**src/rtl/cfs_pkg.sv**
```systemverilog
package cfs_pkg;

    // ------------------------------------------------------------------
    // bus geometry, channel counts and field widths
    // ------------------------------------------------------------------
    localparam int         DATA_W      = 32;
    localparam int         ADDR_W      = 12;
    localparam int         IDX_W       = 10;
    localparam int         N_CELLS     = 6;
    localparam int         N_PINS      = 6;
    localparam int         CFG_W       = 2;
    localparam int         STAT_W      = 8;
    localparam int         INT_W       = 14;

    // ------------------------------------------------------------------
    // register indices (byte address is four times the index)
    // ------------------------------------------------------------------
    localparam logic [IDX_W-1:0] IDX_BAL_STATE = 10'h28F;
    localparam logic [IDX_W-1:0] IDX_PIN_FAULT = 10'h290;
    localparam logic [IDX_W-1:0] IDX_UV_FLAGS  = 10'h291;
    localparam logic [IDX_W-1:0] IDX_COMP_EN   = 10'h2A0;
    localparam logic [IDX_W-1:0] IDX_PIN_CFG   = 10'h2A1;
    localparam logic [IDX_W-1:0] IDX_INT_STAT  = 10'h2A2;
    localparam logic [IDX_W-1:0] IDX_INT_MASK  = 10'h2A3;

    localparam logic [ADDR_W-1:0] ADDR_BAL_STATE = {IDX_BAL_STATE, 2'h0};
    localparam logic [ADDR_W-1:0] ADDR_PIN_FAULT = {IDX_PIN_FAULT, 2'h0};
    localparam logic [ADDR_W-1:0] ADDR_UV_FLAGS  = {IDX_UV_FLAGS, 2'h0};
    localparam logic [ADDR_W-1:0] ADDR_INT_STAT  = {IDX_INT_STAT, 2'h0};

    // ------------------------------------------------------------------
    // field values and reset values
    // ------------------------------------------------------------------
    localparam logic [CFG_W-1:0]  FAULT_ENABLE_SELECT_LOW    = 2'h1;
    localparam logic [CFG_W-1:0]  FAULT_ENABLE_SELECT_HIGH   = 2'h2;
    localparam logic [STAT_W-1:0] STAT_RESET    = 8'h00;
    localparam int                INT_PIN_LSB   = 0;
    localparam int                INT_UV_LSB    = 8;
    localparam logic [1:0]        RESP_OKAY     = 2'h0;
    localparam logic [1:0]        RESP_SLVERR   = 2'h2;

endpackage

```
**src/rtl/cfs_regs.sv**
```systemverilog
// The AXI4-Lite interface to the registers was decided locally.
module cfs_regs (
    input  wire logic                          REF_CLK_IN,
    input  wire logic                          SYS_RST_IN,
    input  wire logic [cfs_pkg::N_CELLS-1:0]   BAL_SWITCH_CMD_IN,
    input  wire logic [cfs_pkg::N_PINS-1:0]    PIN_FAULT_RAW_IN,
    input  wire logic [cfs_pkg::N_CELLS-1:0]   UV_CMP_RAW_IN,
    input  wire logic                          S_AXI_AWVALID_IN,
    output logic                               S_AXI_AWREADY_OUT,
    input  wire logic [cfs_pkg::ADDR_W-1:0]    S_AXI_AWADDR_IN,
    input  wire logic [2:0]                    S_AXI_AWPROT_IN,
    input  wire logic                          S_AXI_WVALID_IN,
    output logic                               S_AXI_WREADY_OUT,
    input  wire logic [cfs_pkg::DATA_W-1:0]    S_AXI_WDATA_IN,
    input  wire logic [3:0]                    S_AXI_WSTRB_IN,
    output logic                               S_AXI_BVALID_OUT,
    input  wire logic                          S_AXI_BREADY_IN,
    output logic      [1:0]                    S_AXI_BRESP_OUT,
    input  wire logic                          S_AXI_ARVALID_IN,
    output logic                               S_AXI_ARREADY_OUT,
    input  wire logic [cfs_pkg::ADDR_W-1:0]    S_AXI_ARADDR_IN,
    input  wire logic [2:0]                    S_AXI_ARPROT_IN,
    output logic                               S_AXI_RVALID_OUT,
    input  wire logic                          S_AXI_RREADY_IN,
    output logic      [cfs_pkg::DATA_W-1:0]    S_AXI_RDATA_OUT,
    output logic      [1:0]                    S_AXI_RRESP_OUT,
    output logic                               IRQ_OUT
);

    // ------------------------------------------------------------------
    // state
    // ------------------------------------------------------------------
    typedef struct packed {
        logic                                aw_have;
        logic [cfs_pkg::ADDR_W-1:0]          aw_addr;
        logic                                w_have;
        logic [cfs_pkg::DATA_W-1:0]          w_data;
        logic [3:0]                          w_strb;
        logic                                bvalid;
        logic [1:0]                          bresp;
        logic                                rvalid;
        logic [cfs_pkg::DATA_W-1:0]          rdata;
        logic [1:0]                          rresp;
        logic [cfs_pkg::STAT_W-1:0]          bal;
        logic [cfs_pkg::STAT_W-1:0]          pin;
        logic [cfs_pkg::STAT_W-1:0]          uv;
        logic [cfs_pkg::N_CELLS-1:0]         comp_en;
        logic [cfs_pkg::N_PINS*2-1:0]        pin_cfg;
        logic [cfs_pkg::INT_W-1:0]           int_stat;
        logic [cfs_pkg::INT_W-1:0]           int_mask;
        logic                                irq;
    } cfs_state_t;

    cfs_state_t                     st_reg;
    cfs_state_t                     st_next;
    logic [cfs_pkg::N_PINS-1:0]     pin_sync;
    logic [cfs_pkg::N_CELLS-1:0]    uv_sync;
    logic [cfs_pkg::N_PINS-1:0]     pin_valid;
    logic                           aw_hs;
    logic                           w_hs;
    logic                           ar_hs;

    // ------------------------------------------------------------------
    // pin and comparator inputs cross in through two flops
    // ------------------------------------------------------------------
    cfs_sync #(
        .WIDTH (cfs_pkg::N_PINS)
    ) u_pin_sync (
        .clk_in (REF_CLK_IN),
        .rst_in (SYS_RST_IN),
        .d_in   (PIN_FAULT_RAW_IN),
        .q_out  (pin_sync)
    );

    cfs_sync #(
        .WIDTH (cfs_pkg::N_CELLS)
    ) u_uv_sync (
        .clk_in (REF_CLK_IN),
        .rst_in (SYS_RST_IN),
        .d_in   (UV_CMP_RAW_IN),
        .q_out  (uv_sync)
    );

    // ------------------------------------------------------------------
    // fault select decode
    // ------------------------------------------------------------------
    always_comb begin
        for (int i = 0; i < cfs_pkg::N_PINS; i++) begin
            pin_valid[i] = (st_reg.pin_cfg[2*i +: 2] == cfs_pkg::FAULT_ENABLE_SELECT_LOW)
                        || (st_reg.pin_cfg[2*i +: 2] == cfs_pkg::FAULT_ENABLE_SELECT_HIGH);
        end
    end

    function automatic logic [31:0] lane_merge(input logic [31:0] old_v,
                                               input logic [31:0] new_v,
                                               input logic [3:0]  strb);
        logic [31:0] res;
        res = old_v;
        for (int b = 0; b < 4; b++) begin
            if (strb[b]) begin
                res[8*b +: 8] = new_v[8*b +: 8];
            end
        end
        return res;
    endfunction

    assign aw_hs = S_AXI_AWVALID_IN && S_AXI_AWREADY_OUT;
    assign w_hs  = S_AXI_WVALID_IN && S_AXI_WREADY_OUT;
    assign ar_hs = S_AXI_ARVALID_IN && S_AXI_ARREADY_OUT;

    // ------------------------------------------------------------------
    // next state
    // ------------------------------------------------------------------
    always_comb begin
        logic [cfs_pkg::INT_W-1:0]  events;
        logic [cfs_pkg::INT_W-1:0]  clr;
        logic [31:0]                merged;
        events  = '0;
        clr     = '0;
        merged  = '0;
        st_next = st_reg;

        // status sampling; flags are live levels, not latched
        st_next.bal = {2'h0, BAL_SWITCH_CMD_IN};
        st_next.pin = {2'h0, pin_sync & pin_valid};
        st_next.uv  = {2'h0, uv_sync & st_reg.comp_en};

        // a new fault (rising flag) is the interrupt event
        events[cfs_pkg::INT_PIN_LSB +: cfs_pkg::N_PINS]
            = st_next.pin[cfs_pkg::N_PINS-1:0] & ~st_reg.pin[cfs_pkg::N_PINS-1:0];
        events[cfs_pkg::INT_UV_LSB +: cfs_pkg::N_CELLS]
            = st_next.uv[cfs_pkg::N_CELLS-1:0] & ~st_reg.uv[cfs_pkg::N_CELLS-1:0];

        // write channel
        if (st_reg.bvalid && S_AXI_BREADY_IN) begin
            st_next.bvalid = 1'b0;
        end
        if (!st_reg.bvalid && st_reg.aw_have && st_reg.w_have) begin
            st_next.aw_have = 1'b0;
            st_next.w_have  = 1'b0;
            st_next.bvalid  = 1'b1;
            st_next.bresp   = cfs_pkg::RESP_OKAY;
            case (st_reg.aw_addr[cfs_pkg::ADDR_W-1:2])
                cfs_pkg::IDX_COMP_EN: begin
                    merged = lane_merge({26'h0, st_reg.comp_en}, st_reg.w_data,
                                        st_reg.w_strb);
                    st_next.comp_en = merged[cfs_pkg::N_CELLS-1:0];
                end
                cfs_pkg::IDX_PIN_CFG: begin
                    merged = lane_merge({20'h0, st_reg.pin_cfg}, st_reg.w_data,
                                        st_reg.w_strb);
                    st_next.pin_cfg = merged[cfs_pkg::N_PINS*2-1:0];
                end
                cfs_pkg::IDX_INT_MASK: begin
                    merged = lane_merge({18'h0, st_reg.int_mask}, st_reg.w_data,
                                        st_reg.w_strb);
                    st_next.int_mask = merged[cfs_pkg::INT_W-1:0];
                end
                // status registers accept the write and keep their value
                cfs_pkg::IDX_BAL_STATE,
                cfs_pkg::IDX_PIN_FAULT,
                cfs_pkg::IDX_UV_FLAGS,
                cfs_pkg::IDX_INT_STAT: begin
                    st_next.bresp = cfs_pkg::RESP_OKAY;
                end
                default: begin
                    st_next.bresp = cfs_pkg::RESP_SLVERR;
                end
            endcase
        end
        if (aw_hs) begin
            st_next.aw_have = 1'b1;
            st_next.aw_addr = S_AXI_AWADDR_IN;
        end
        if (w_hs) begin
            st_next.w_have = 1'b1;
            st_next.w_data = S_AXI_WDATA_IN;
            st_next.w_strb = S_AXI_WSTRB_IN;
        end

        // read channel
        if (st_reg.rvalid && S_AXI_RREADY_IN) begin
            st_next.rvalid = 1'b0;
        end
        if (ar_hs) begin
            st_next.rvalid = 1'b1;
            st_next.rresp  = cfs_pkg::RESP_OKAY;
            st_next.rdata  = '0;
            case (S_AXI_ARADDR_IN[cfs_pkg::ADDR_W-1:2])
                cfs_pkg::IDX_BAL_STATE: st_next.rdata = {24'h0, st_reg.bal};
                cfs_pkg::IDX_PIN_FAULT: st_next.rdata = {24'h0, st_reg.pin};
                cfs_pkg::IDX_UV_FLAGS:  st_next.rdata = {24'h0, st_reg.uv};
                cfs_pkg::IDX_COMP_EN:   st_next.rdata = {26'h0, st_reg.comp_en};
                cfs_pkg::IDX_PIN_CFG:   st_next.rdata = {20'h0, st_reg.pin_cfg};
                cfs_pkg::IDX_INT_MASK:  st_next.rdata = {18'h0, st_reg.int_mask};
                cfs_pkg::IDX_INT_STAT: begin
                    st_next.rdata = {18'h0, st_reg.int_stat};
                    clr           = st_reg.int_stat;
                end
                default: begin
                    st_next.rresp = cfs_pkg::RESP_SLVERR;
                end
            endcase
        end

        // read clears; an event in the same cycle survives the clear
        st_next.int_stat = (st_reg.int_stat & ~clr) | events;
        st_next.irq      = |(st_next.int_stat & st_next.int_mask);
    end

    always_ff @(posedge REF_CLK_IN) begin
        if (SYS_RST_IN) begin
            st_reg <= '0;
        end else begin
            st_reg <= st_next;
        end
    end

    // ------------------------------------------------------------------
    // outputs
    // ------------------------------------------------------------------
    // one write and one read in flight at most keeps the slave tiny
    assign S_AXI_AWREADY_OUT = !st_reg.aw_have && !st_reg.bvalid;
    assign S_AXI_WREADY_OUT  = !st_reg.w_have && !st_reg.bvalid;
    assign S_AXI_BVALID_OUT  = st_reg.bvalid;
    assign S_AXI_BRESP_OUT   = st_reg.bresp;
    assign S_AXI_ARREADY_OUT = !st_reg.rvalid;
    assign S_AXI_RVALID_OUT  = st_reg.rvalid;
    assign S_AXI_RDATA_OUT   = st_reg.rdata;
    assign S_AXI_RRESP_OUT   = st_reg.rresp;
    assign IRQ_OUT           = st_reg.irq;

    // ------------------------------------------------------------------
    // checks
    // ------------------------------------------------------------------
    logic [cfs_pkg::STAT_W-1:0]     bal_q;
    logic [cfs_pkg::STAT_W-1:0]     pin_q;
    logic [cfs_pkg::STAT_W-1:0]     uv_q;
    logic [cfs_pkg::N_CELLS-1:0]    comp_q;
    logic [cfs_pkg::INT_W-1:0]      istat_q;
    logic                           rd_bal;
    logic                           rd_uv;
    logic                           rd_ist;
    logic                           wr_uv;

    assign bal_q   = st_reg.bal;
    assign pin_q   = st_reg.pin;
    assign uv_q    = st_reg.uv;
    assign comp_q  = st_reg.comp_en;
    assign istat_q = st_reg.int_stat;
    assign rd_bal  = ar_hs && (S_AXI_ARADDR_IN == cfs_pkg::ADDR_BAL_STATE);
    assign rd_uv   = ar_hs && (S_AXI_ARADDR_IN == cfs_pkg::ADDR_UV_FLAGS);
    assign rd_ist  = ar_hs && (S_AXI_ARADDR_IN == cfs_pkg::ADDR_INT_STAT);
    assign wr_uv   = st_reg.aw_have && st_reg.w_have && !st_reg.bvalid
                  && (st_reg.aw_addr == cfs_pkg::ADDR_UV_FLAGS);
endmodule

```
**src/rtl/cfs_sync.sv**
```systemverilog
module cfs_sync #(
    parameter int WIDTH = 6
) (
    input  wire logic             clk_in,
    input  wire logic             rst_in,
    input  wire logic [WIDTH-1:0] d_in,
    output logic      [WIDTH-1:0] q_out
);

    // ------------------------------------------------------------------
    // two flop synchroniser; first stage feeds only the second
    // ------------------------------------------------------------------
    typedef struct packed {
        logic [WIDTH-1:0] stage1;
        logic [WIDTH-1:0] stage2;
    } cfs_sync_state_t;

    cfs_sync_state_t st_reg;
    cfs_sync_state_t st_next;

    always_comb begin
        st_next        = st_reg;
        st_next.stage1 = d_in;
        st_next.stage2 = st_reg.stage1;
    end

    always_ff @(posedge clk_in) begin
        if (rst_in) begin
            st_reg <= '0;
        end else begin
            st_reg <= st_next;
        end
    end

    assign q_out = st_reg.stage2;

endmodule

```
**config.mk**
```make
export PLATFORM = sky130hd
export DESIGN_NAME = cfs_regs
export DESIGN_NICKNAME = d
export VERILOG_FILES = /design/src/rtl/cfs_pkg.sv /design/src/rtl/cfs_regs.sv /design/src/rtl/cfs_sync.sv
export SDC_FILE = /design/constraint.sdc
export NUM_CORES = 1
export LEC_CHECK = 0
export ABC_AREA = 1
export BUFFER_PORTS_ARGS = -buffer_cell sky130_fd_sc_hd__buf_2
export CELL_PAD_IN_SITES_DETAIL_PLACEMENT = 0
export CELL_PAD_IN_SITES_GLOBAL_PLACEMENT = 2
export CORE_ASPECT_RATIO = 0.7
export CORE_MARGIN = 10
export CORE_UTILIZATION = 30
export DETAILED_ROUTE_END_ITERATION = 6
export GPL_TIMING_DRIVEN = 1
export HOLD_SLACK_MARGIN = 0.06
export PLACE_DENSITY_LB_ADDON = 0.3
export SYNTH_ARGS = -nofsm -noshare
export SYNTH_HDL_FRONTEND = slang
export SYNTH_HIERARCHICAL = 1
export SYNTH_SLANG_ARGS = --single-unit
```
**constraint.sdc**
```tcl
create_clock -name REF_CLK_IN -period 1.7 [get_ports REF_CLK_IN]
set_input_delay 0.34 -clock REF_CLK_IN [delete_from_list [all_inputs] [get_ports REF_CLK_IN]]
set_output_delay 0.34 -clock REF_CLK_IN [all_outputs]
set_load 0.03 [all_outputs]
```
==> flow_summary_export.csv, run 1 <==
group,metric,value,unit
setup_path,worst-r2r-setup-slack,40,ps
clock_tree,ctsLongestPathBuffers,2,
die,fp-row-count,42,
clock_tree,holdBufCountCts,0,
setup_path,arrival,1950,ps
synthesis,async_reset_ff_frac,0,
global_routing,grt_pass1_wl,26900,um
worst_hold_path,min_path_type,"in -> reg",
synthesis,yosys.cell_types.count,32,
synthesis,yosys-top-cells-area,"dfxtp_1, nand2_1, a21oi_1, nor2_1, inv_1",
power_and_ir_drop,p_comb_frac,0.075,
setup_path,critPathMaxFanout,6,
power_and_ir_drop,netSwitchingPower,1880,uW
setup_path,reg2reg_to,"IRQ_OUT$_SDFF_PP0_",
layout,n_antenna_cell,0,
synthesis,yosysTopAreaCell,"dfxtp_1",
layout,drive_gt1_frac,0.253,
route,avgRoutedWirePerCell,14.5,um
timing,whs,120,ps
synthesis,yosys.area.top_type_share,0.472,
clock_tree,cts_made_buffers,17,
placement,portBuffers,82,
layout,largest_reg_flops,54,
route,drcViolationCount,0,
timing,period_needed,1660,ps
synthesis,syn_area,5730,um2
power_and_ir_drop,clock_power_share,0.494,
setup_path,start_kind,"flop",
power_and_ir_drop,p_per_area,1020,nW/um2
placement,place.gp.congestion,0.891,
timing,fin_skew,6.96,ps
die,io_pins,133,
route,dr.pass1.iters,5,
worst_hold_path,hold_depth,3,
placement,place_area,6750,um2
worst_hold_path,min_from,"UV_CMP_RAW_IN[1]",
global_routing,use_met2,0.189,
clock_tree,clkLatencyLatePin,420,ps
global_routing,top_usage_layer,"met1",
setup_path,critPathKind,"reg -> reg",
global_routing,use_met3,0.0383,
synthesis,synth_common_cells,"nand2_1, dfxtp_1, nor2_1",
synthesis,synth-main-ff-cell,"dfxtp_1",
timing,setup_tns,0,ps
setup_path,r2r_start,"st_reg[150]$_SDFFE_PP0P_",
die,core-area,18800,um2
setup_path,r2r_cells,13,
power_and_ir_drop,switching_share,0.244,
synthesis,syn_inst,785,
layout,fin_area,7540,um2
layout,nFillCells,1977,
clock_tree,clock_sinks,135,
power_and_ir_drop,p_total,7710,uW
run,cap_viol_max_count,0,
power_and_ir_drop,ir_drop,461,uV
global_routing,antenna_found_initial,0,
clock_tree,h-tree-depth,4,
synthesis,seq_area_frac_synth,0.472,
global_routing,grt_max_degree,49,
route,drtIter0Drc,353,
timing,drv_slew,0,
clock_tree,tritoncts,"done",
global_routing,grt_pass1_vias,5137,
layout,synthToLayoutAreaGrowth,31.6,%
clock_tree,root_buffer,"clkbuf_16",
synthesis,synth_edf_count,0,
die,initial_core_util,0.305,
global_routing,use_met1,0.203,
setup_path,cp-end-kind,"flop",
global_routing,globalRouteTotalUtil,0.139,
setup_path,cp_data_required_time,1990,ps
global_routing,gr-total-overflow,0,
timing,hold_viol,0,
power_and_ir_drop,p_int,5830,uW
clock_tree,clk_pin_slew,60,ps
outcome,outcome,"finished, final reports clean",
setup_path,cp-startpoint,"st_reg[150]$_SDFFE_PP0P_",
timing,timing.fmax,603,MHz
route,num_vias,5284,
die,die_w,185,um
die,die_y,136,um
synthesis,yosys.cell_count.top_type,"nand2_1",
worst_hold_path,hold-path-endpoint,"u_uv_sync/st_next[1]$_SDFF_PP0_",
power_and_ir_drop,total_leakage_power,0.00350,uW
timing,rsz0062_at_grt,"yes",
layout,nets,1022,
route,drtAntennaViolNets,0,
die,die_area,25100,um2
route,via_per_inst,4.46,
synthesis,ys_warn_count,6,
route,wirelength,17200,um
layout,final_util,0.401,
timing,fin_crit_sh,0.976,
synthesis,yosys_register_bits,135,
synthesis,syn_avg_cell_area,7.30,um2
timing,final-setup-viol-count,0,
placement,dp_hpwl,13100,um
power_and_ir_drop,seqPwrFrac,0.431,
cells by family after synthesis:
kind of cell	Yosys count	share of synthesized area
flops	135	0.472
compound gates	146	0.134
other cells	1	0.000654
simple gates	343	0.260
buf+inv	160	0.134
power groups by stage:
stage	combinational, uW	sequential, uW	clock (uW)
after CTS	572	3320	3900
after detailed placement	559	3390	0
after global routing	643	3330	4050
after floorplan	369	3380	0
after global placement	551	3380	0
final	577	3320	3810
layout make-up:
class	instances	area (um2)	area share
sequential	135	2710	0.359
multi-input combinational	510	2420	0.321
timing repair buffer	168	1130	0.150
clock buffer	19	443	0.0587
inverter	99	372	0.0493
tap	242	303	0.0402
clock inverter	13	169	0.0224
metal layers:
layer  wire [um]  part of all wire  vias up
met3        1140             0.066       13
met1        9080              0.53     2410
li1            -                 -     2743
met5           0                 0        -
met4         187             0.011        0
met2        6780              0.39      118
critical path: stages, from the launching register on:
cell and delay [ps]:
dfxtp_1 320, nor2_2 140, nand3_2 100, nor2_4 130
buf_12 140, nand2_4 90, nand2_1 100, nand2_1 80
nand2_1 80, nand2_1 50, nor2_1 90, nand2_1 80
nor2_1 90, nor2_1 50
how the worst max path moves through the flow:
stage | slack [ps] | endpoint | cells past startpoint
2_1_floorplan | 20 | IRQ_OUT$_SDFF_PP0_ | 12
3_3_place_gp | -190 | S_AXI_RDATA_OUT[9]$_SDFFE_PP0P_ | 11
3_5_place_dp | -220 | S_AXI_RDATA_OUT[11]$_SDFFE_PP0P_ | 11
4_1_cts | 0.7 | comp_q[0]$_SDFFE_PP0P_ | 9
5_1_grt | -120 | IRQ_OUT$_SDFF_PP0_ | 14
6_report | 40 | IRQ_OUT$_SDFF_PP0_ | 13
cells in the final DEF, fill, tap and decap left out, types with 17 or more instances in the layout:
cell type / instances
a21oi_1: 77
buf_2: 82
buf_4: 78
clkbuf_16: 17
conb_1: 20
dfxtp_1: 132
inv_1: 94
nand2_1: 159
nand3_1: 42
nor2_1: 98
o21ai_0: 55
stage by stage:
stage,instances,setup WS [ps]
after floorplan,804,20.1
after global placement,1144,-194
after detailed placement,1144,-216
after CTS,1185,0.690
after global routing,1186,-120
final,1186,40.5
repair_timing:
| item | 4_1_cts | 5_1_grt |
|---|---|---|
| setup buffers | 7 | 2 |
| endpoints found under the setup margin | 3 | 11 |
| gates cloned | 2 | 0 |
| pin swaps | 4 | 5 |
| resized for setup | 17 | 14 |
Power figures use the tool's default switching activity.
==> inputs of run 2 (changes only) <==
- ABC_CLOCK_PERIOD_IN_PS: default -> 1700
- BUFFER_PORTS_ARGS: -buffer_cell sky130_fd_sc_hd__buf_2 -> -buffer_cell sky130_fd_sc_hd__clkbuf_2
- CORE_UTILIZATION: 30 -> 29
- SYNTH_HIERARCHICAL: 1 -> default
==> run 2 against run 1 <==
Die area up 4.4%. Flip-flop and latch count is the same. Routed wire length grew 4.7%. Combinational power increased by 9.4%. Register-to-register slack hardly changed. Count of clock-buffer cells in the layout is the same. Critical path type unchanged. Highest routed layer unchanged.
==> flow_summary_export.csv, run 2 <==
group,metric,value,unit
setup_path,path_depth,14,
setup_path,reg2reg_to,"IRQ_OUT$_SDFF_PP0_",
synthesis,yosys-top-cells-area,"dfxtp_1, nand2_1, inv_1, nor2_1, a21oi_1",
setup_path,arrival,1960,ps
worst_hold_path,min_path_type,"in -> reg",
timing,tightest_slew,528,ps
die,die_area,26200,um2
clock_tree,h-tree-depth,4,
layout,nets,1057,
setup_path,crit_family,"simple AND/OR/NAND/NOR gates",
setup_path,cp_data_required_time,2000,ps
synthesis,seq_area_frac_synth,0.464,
layout,layout_common_cells,"nand2_1, dfxtp_1, inv_1, nor2_1, buf_4",
die,die_y,139,um
global_routing,grt_pass1_wl,28200,um
synthesis,yosys.cell_types.count,30,
route,via_per_inst,4.29,
synthesis,syn_area,5820,um2
route,num_vias,5354,
layout,layout_commonest_cell,"nand2_1",
power_and_ir_drop,p_per_area,997,nW/um2
setup_path,critPathMaxFanout,8,
timing,drv_slew,0,
route,dr.pass1.iters,5,
placement,place.gp.congestion,0.797,
route,drtIter0Drc,214,
power_and_ir_drop,clock_power_share,0.486,
synthesis,syn_inst,814,
worst_hold_path,min_from,"UV_CMP_RAW_IN[5]",
die,io_pins,133,
layout,nFillCells,2155,
synthesis,yosys.cell_count.top_type,"nand2_1",
synthesis,syn_avg_cell_area,7.15,um2
setup_path,crit_chain,"inv_2, nor2_2, nand2_2, nor2_4, buf_6, nand2_8, nand2_2, nand2_1, nand2_1, nand2_2, nor2_1, nand2_1, nor2_2, nor2_1",
setup_path,worst-r2r-setup-slack,40,ps
outcome,outcome,"finished, final reports clean",
setup_path,cp-end-kind,"flop",
timing,period_needed,1660,ps
clock_tree,cts_made_buffers,17,
global_routing,grt_max_degree,49,
timing,whs,107,ps
timing,hold_viol,0,
setup_path,worst_path_largest_cell_delay,320,ps
setup_path,critPathKind,"reg -> reg",
setup_path,r2r_cells,14,
die,initial_core_util,0.295,
global_routing,antenna_found_initial,1,
power_and_ir_drop,total_leakage_power,0.00344,uW
synthesis,synth_common_cells,"nand2_1, dfxtp_1, inv_1",
power_and_ir_drop,p_comb_frac,0.082,
route,wirelength,18000,um
power_and_ir_drop,seqPwrFrac,0.432,
worst_hold_path,hold_depth,3,
timing,timing.fmax,604,MHz
die,core-area,19700,um2
timing,fin_skew,8.93,ps
layout,n_antenna_cell,0,
timing,fin_ws,44.0,ps
synthesis,synth_edf_count,0,
timing,slew_headroom,0.647,
layout,fin_area,7740,um2
synthesis,yosys.area.top_type_share,0.464,
clock_tree,root_buffer,"clkbuf_16",
power_and_ir_drop,netSwitchingPower,1870,uW
setup_path,slowest_stage,"dfxtp_1",
power_and_ir_drop,ir_drop,574,uV
worst_hold_path,hold-path-endpoint,"u_uv_sync.st_next[5]$_SDFF_PP0_",
synthesis,async_reset_ff_frac,0,
layout,largest_reg_flops,54,
setup_path,crit_buf_inv,2,
layout,ff_latch_area,2710,um2
layout,synthToLayoutAreaGrowth,32.9,%
power_and_ir_drop,switching_share,0.242,
setup_path,r2r_start,"st_reg[153]$_SDFFE_PP0P_",
placement,place_area,6930,um2
placement,dp.cells,1206,
route,drtAntennaViolNets,0,
synthesis,ys_warn_count,0,
run,cap_viol_max_count,0,
synthesis,yosys_register_bits,135,
power_and_ir_drop,p_int,5850,uW
layout,drive_gt1_frac,0.259,
global_routing,globalRouteTotalUtil,0.136,
route,avgRoutedWirePerCell,14.4,um
placement,portBuffers,82,
placement,dp_hpwl,13900,um
layout,fin_cells,1248,
clock_tree,clk_pin_slew,60,ps
die,fp-row-count,43,
placement,dp_slack,-239,ps
clock_tree,tritoncts,"done",
timing,fin_crit_sh,0.974,
layout,final_util,0.392,
setup_path,start_kind,"flop",
synthesis,yosysTopAreaCell,"dfxtp_1",
global_routing,gr-total-overflow,0,
die,die_w,189,um
route,drcViolationCount,0,
synthesis,synth-main-ff-cell,"dfxtp_1",
timing,final-setup-viol-count,0,
clock_tree,ctsLongestPathBuffers,2,
clock_tree,clock_sinks,135,
layout,multi_input_area,2460,um2
clock_tree,clkLatencyLatePin,420,ps
clock_tree,holdBufCountCts,0,
global_routing,grt_pass1_vias,5217,
timing,rsz0062_at_grt,"yes",
[run 2: cell count changes after synthesis, moves of 11 or more]
cell,before,now
a211oi_1,0,12
inv_1,95,122
nand2_1,166,155
nand3_1,46,33
nor2_1,102,113
nor3_1,4,17
[run 2: layout make-up]
class,instances,share of cell area
flip-flops and latches,135,0.350
multi-input cells,514,0.318
clock inverters,12,0.0196
well taps,270,0.0437
repair inverters,1,0.000647
inverters,123,0.0602
clock buffers,19,0.0573
repair buffers,174,0.150
[run 2: cells by family after synthesis]
family / synth area share
and+or+nand+nor: 0.245
other: 0.000644
buffers and inverters: 0.144
AOI/OAI and AO/OA: 0.146
DFF: 0.464
[run 2: per-stage QoR]
stage	setup TNS (ps)	power [uW]
6_report	0	7710
3_3_place_gp	-2220	4000
5_1_grt	-79.2	8020
2_1_floorplan	0	3760
4_1_cts	0	7780
3_5_place_dp	-2010	4000
[run 2: timing repair]
action	CTS	global route
pin swaps	12	9
endpoints found under the setup margin	1	12
buffers inserted	7	2
resized for setup	23	25
cloned	0	2
[run 2: worst reg2reg max path: stages, from the launching register on]
cell and delay, ps:
dfxtp_1 320, inv_2 40, nor2_2 100, nand2_2 90, nor2_4 160, buf_6 140
nand2_8 100, nand2_2 100, nand2_1 70, nand2_1 80, nand2_2 60, nor2_1 80
nand2_1 70, nor2_2 70, nor2_1 40
[run 2: layer usage]
layer | wire length [um] | vias up | global-route usage
li1 | - | 2832 | -
met1 | 9690 | 2422 | 0.198
met2 | 7430 | 94 | 0.197
met3 | 781 | 6 | 0.0369
met4 | 88 | 0 | 0.0237
met5 | 0 | - | 0
[run 2: worst max path at each step]
stage               slack, ps                     startpoint                 end
global route              -80       st_reg[151]$_SDFFE_PP0P_  IRQ_OUT$_SDFF_PP0_
CTS                        10       st_reg[155]$_SDFFE_PP0P_  IRQ_OUT$_SDFF_PP0_
floorplan                   3  S_AXI_BVALID_OUT$_SDFFE_PP0P_  IRQ_OUT$_SDFF_PP0_
finish                     40       st_reg[153]$_SDFFE_PP0P_  IRQ_OUT$_SDFF_PP0_
detailed placement       -240             S_AXI_ARADDR_IN[4]  IRQ_OUT$_SDFF_PP0_
global placement         -260             S_AXI_ARADDR_IN[4]  IRQ_OUT$_SDFF_PP0_
[run 2: power by group through the flow]
stage | Combinational, uW | Clock [uW] | Sequential, uW
5_1_grt | 709 | 3960 | 3350
3_5_place_dp | 608 | 0 | 3400
3_3_place_gp | 607 | 0 | 3400
4_1_cts | 628 | 3820 | 3330
2_1_floorplan | 374 | 0 | 3380
6_report | 631 | 3750 | 3340
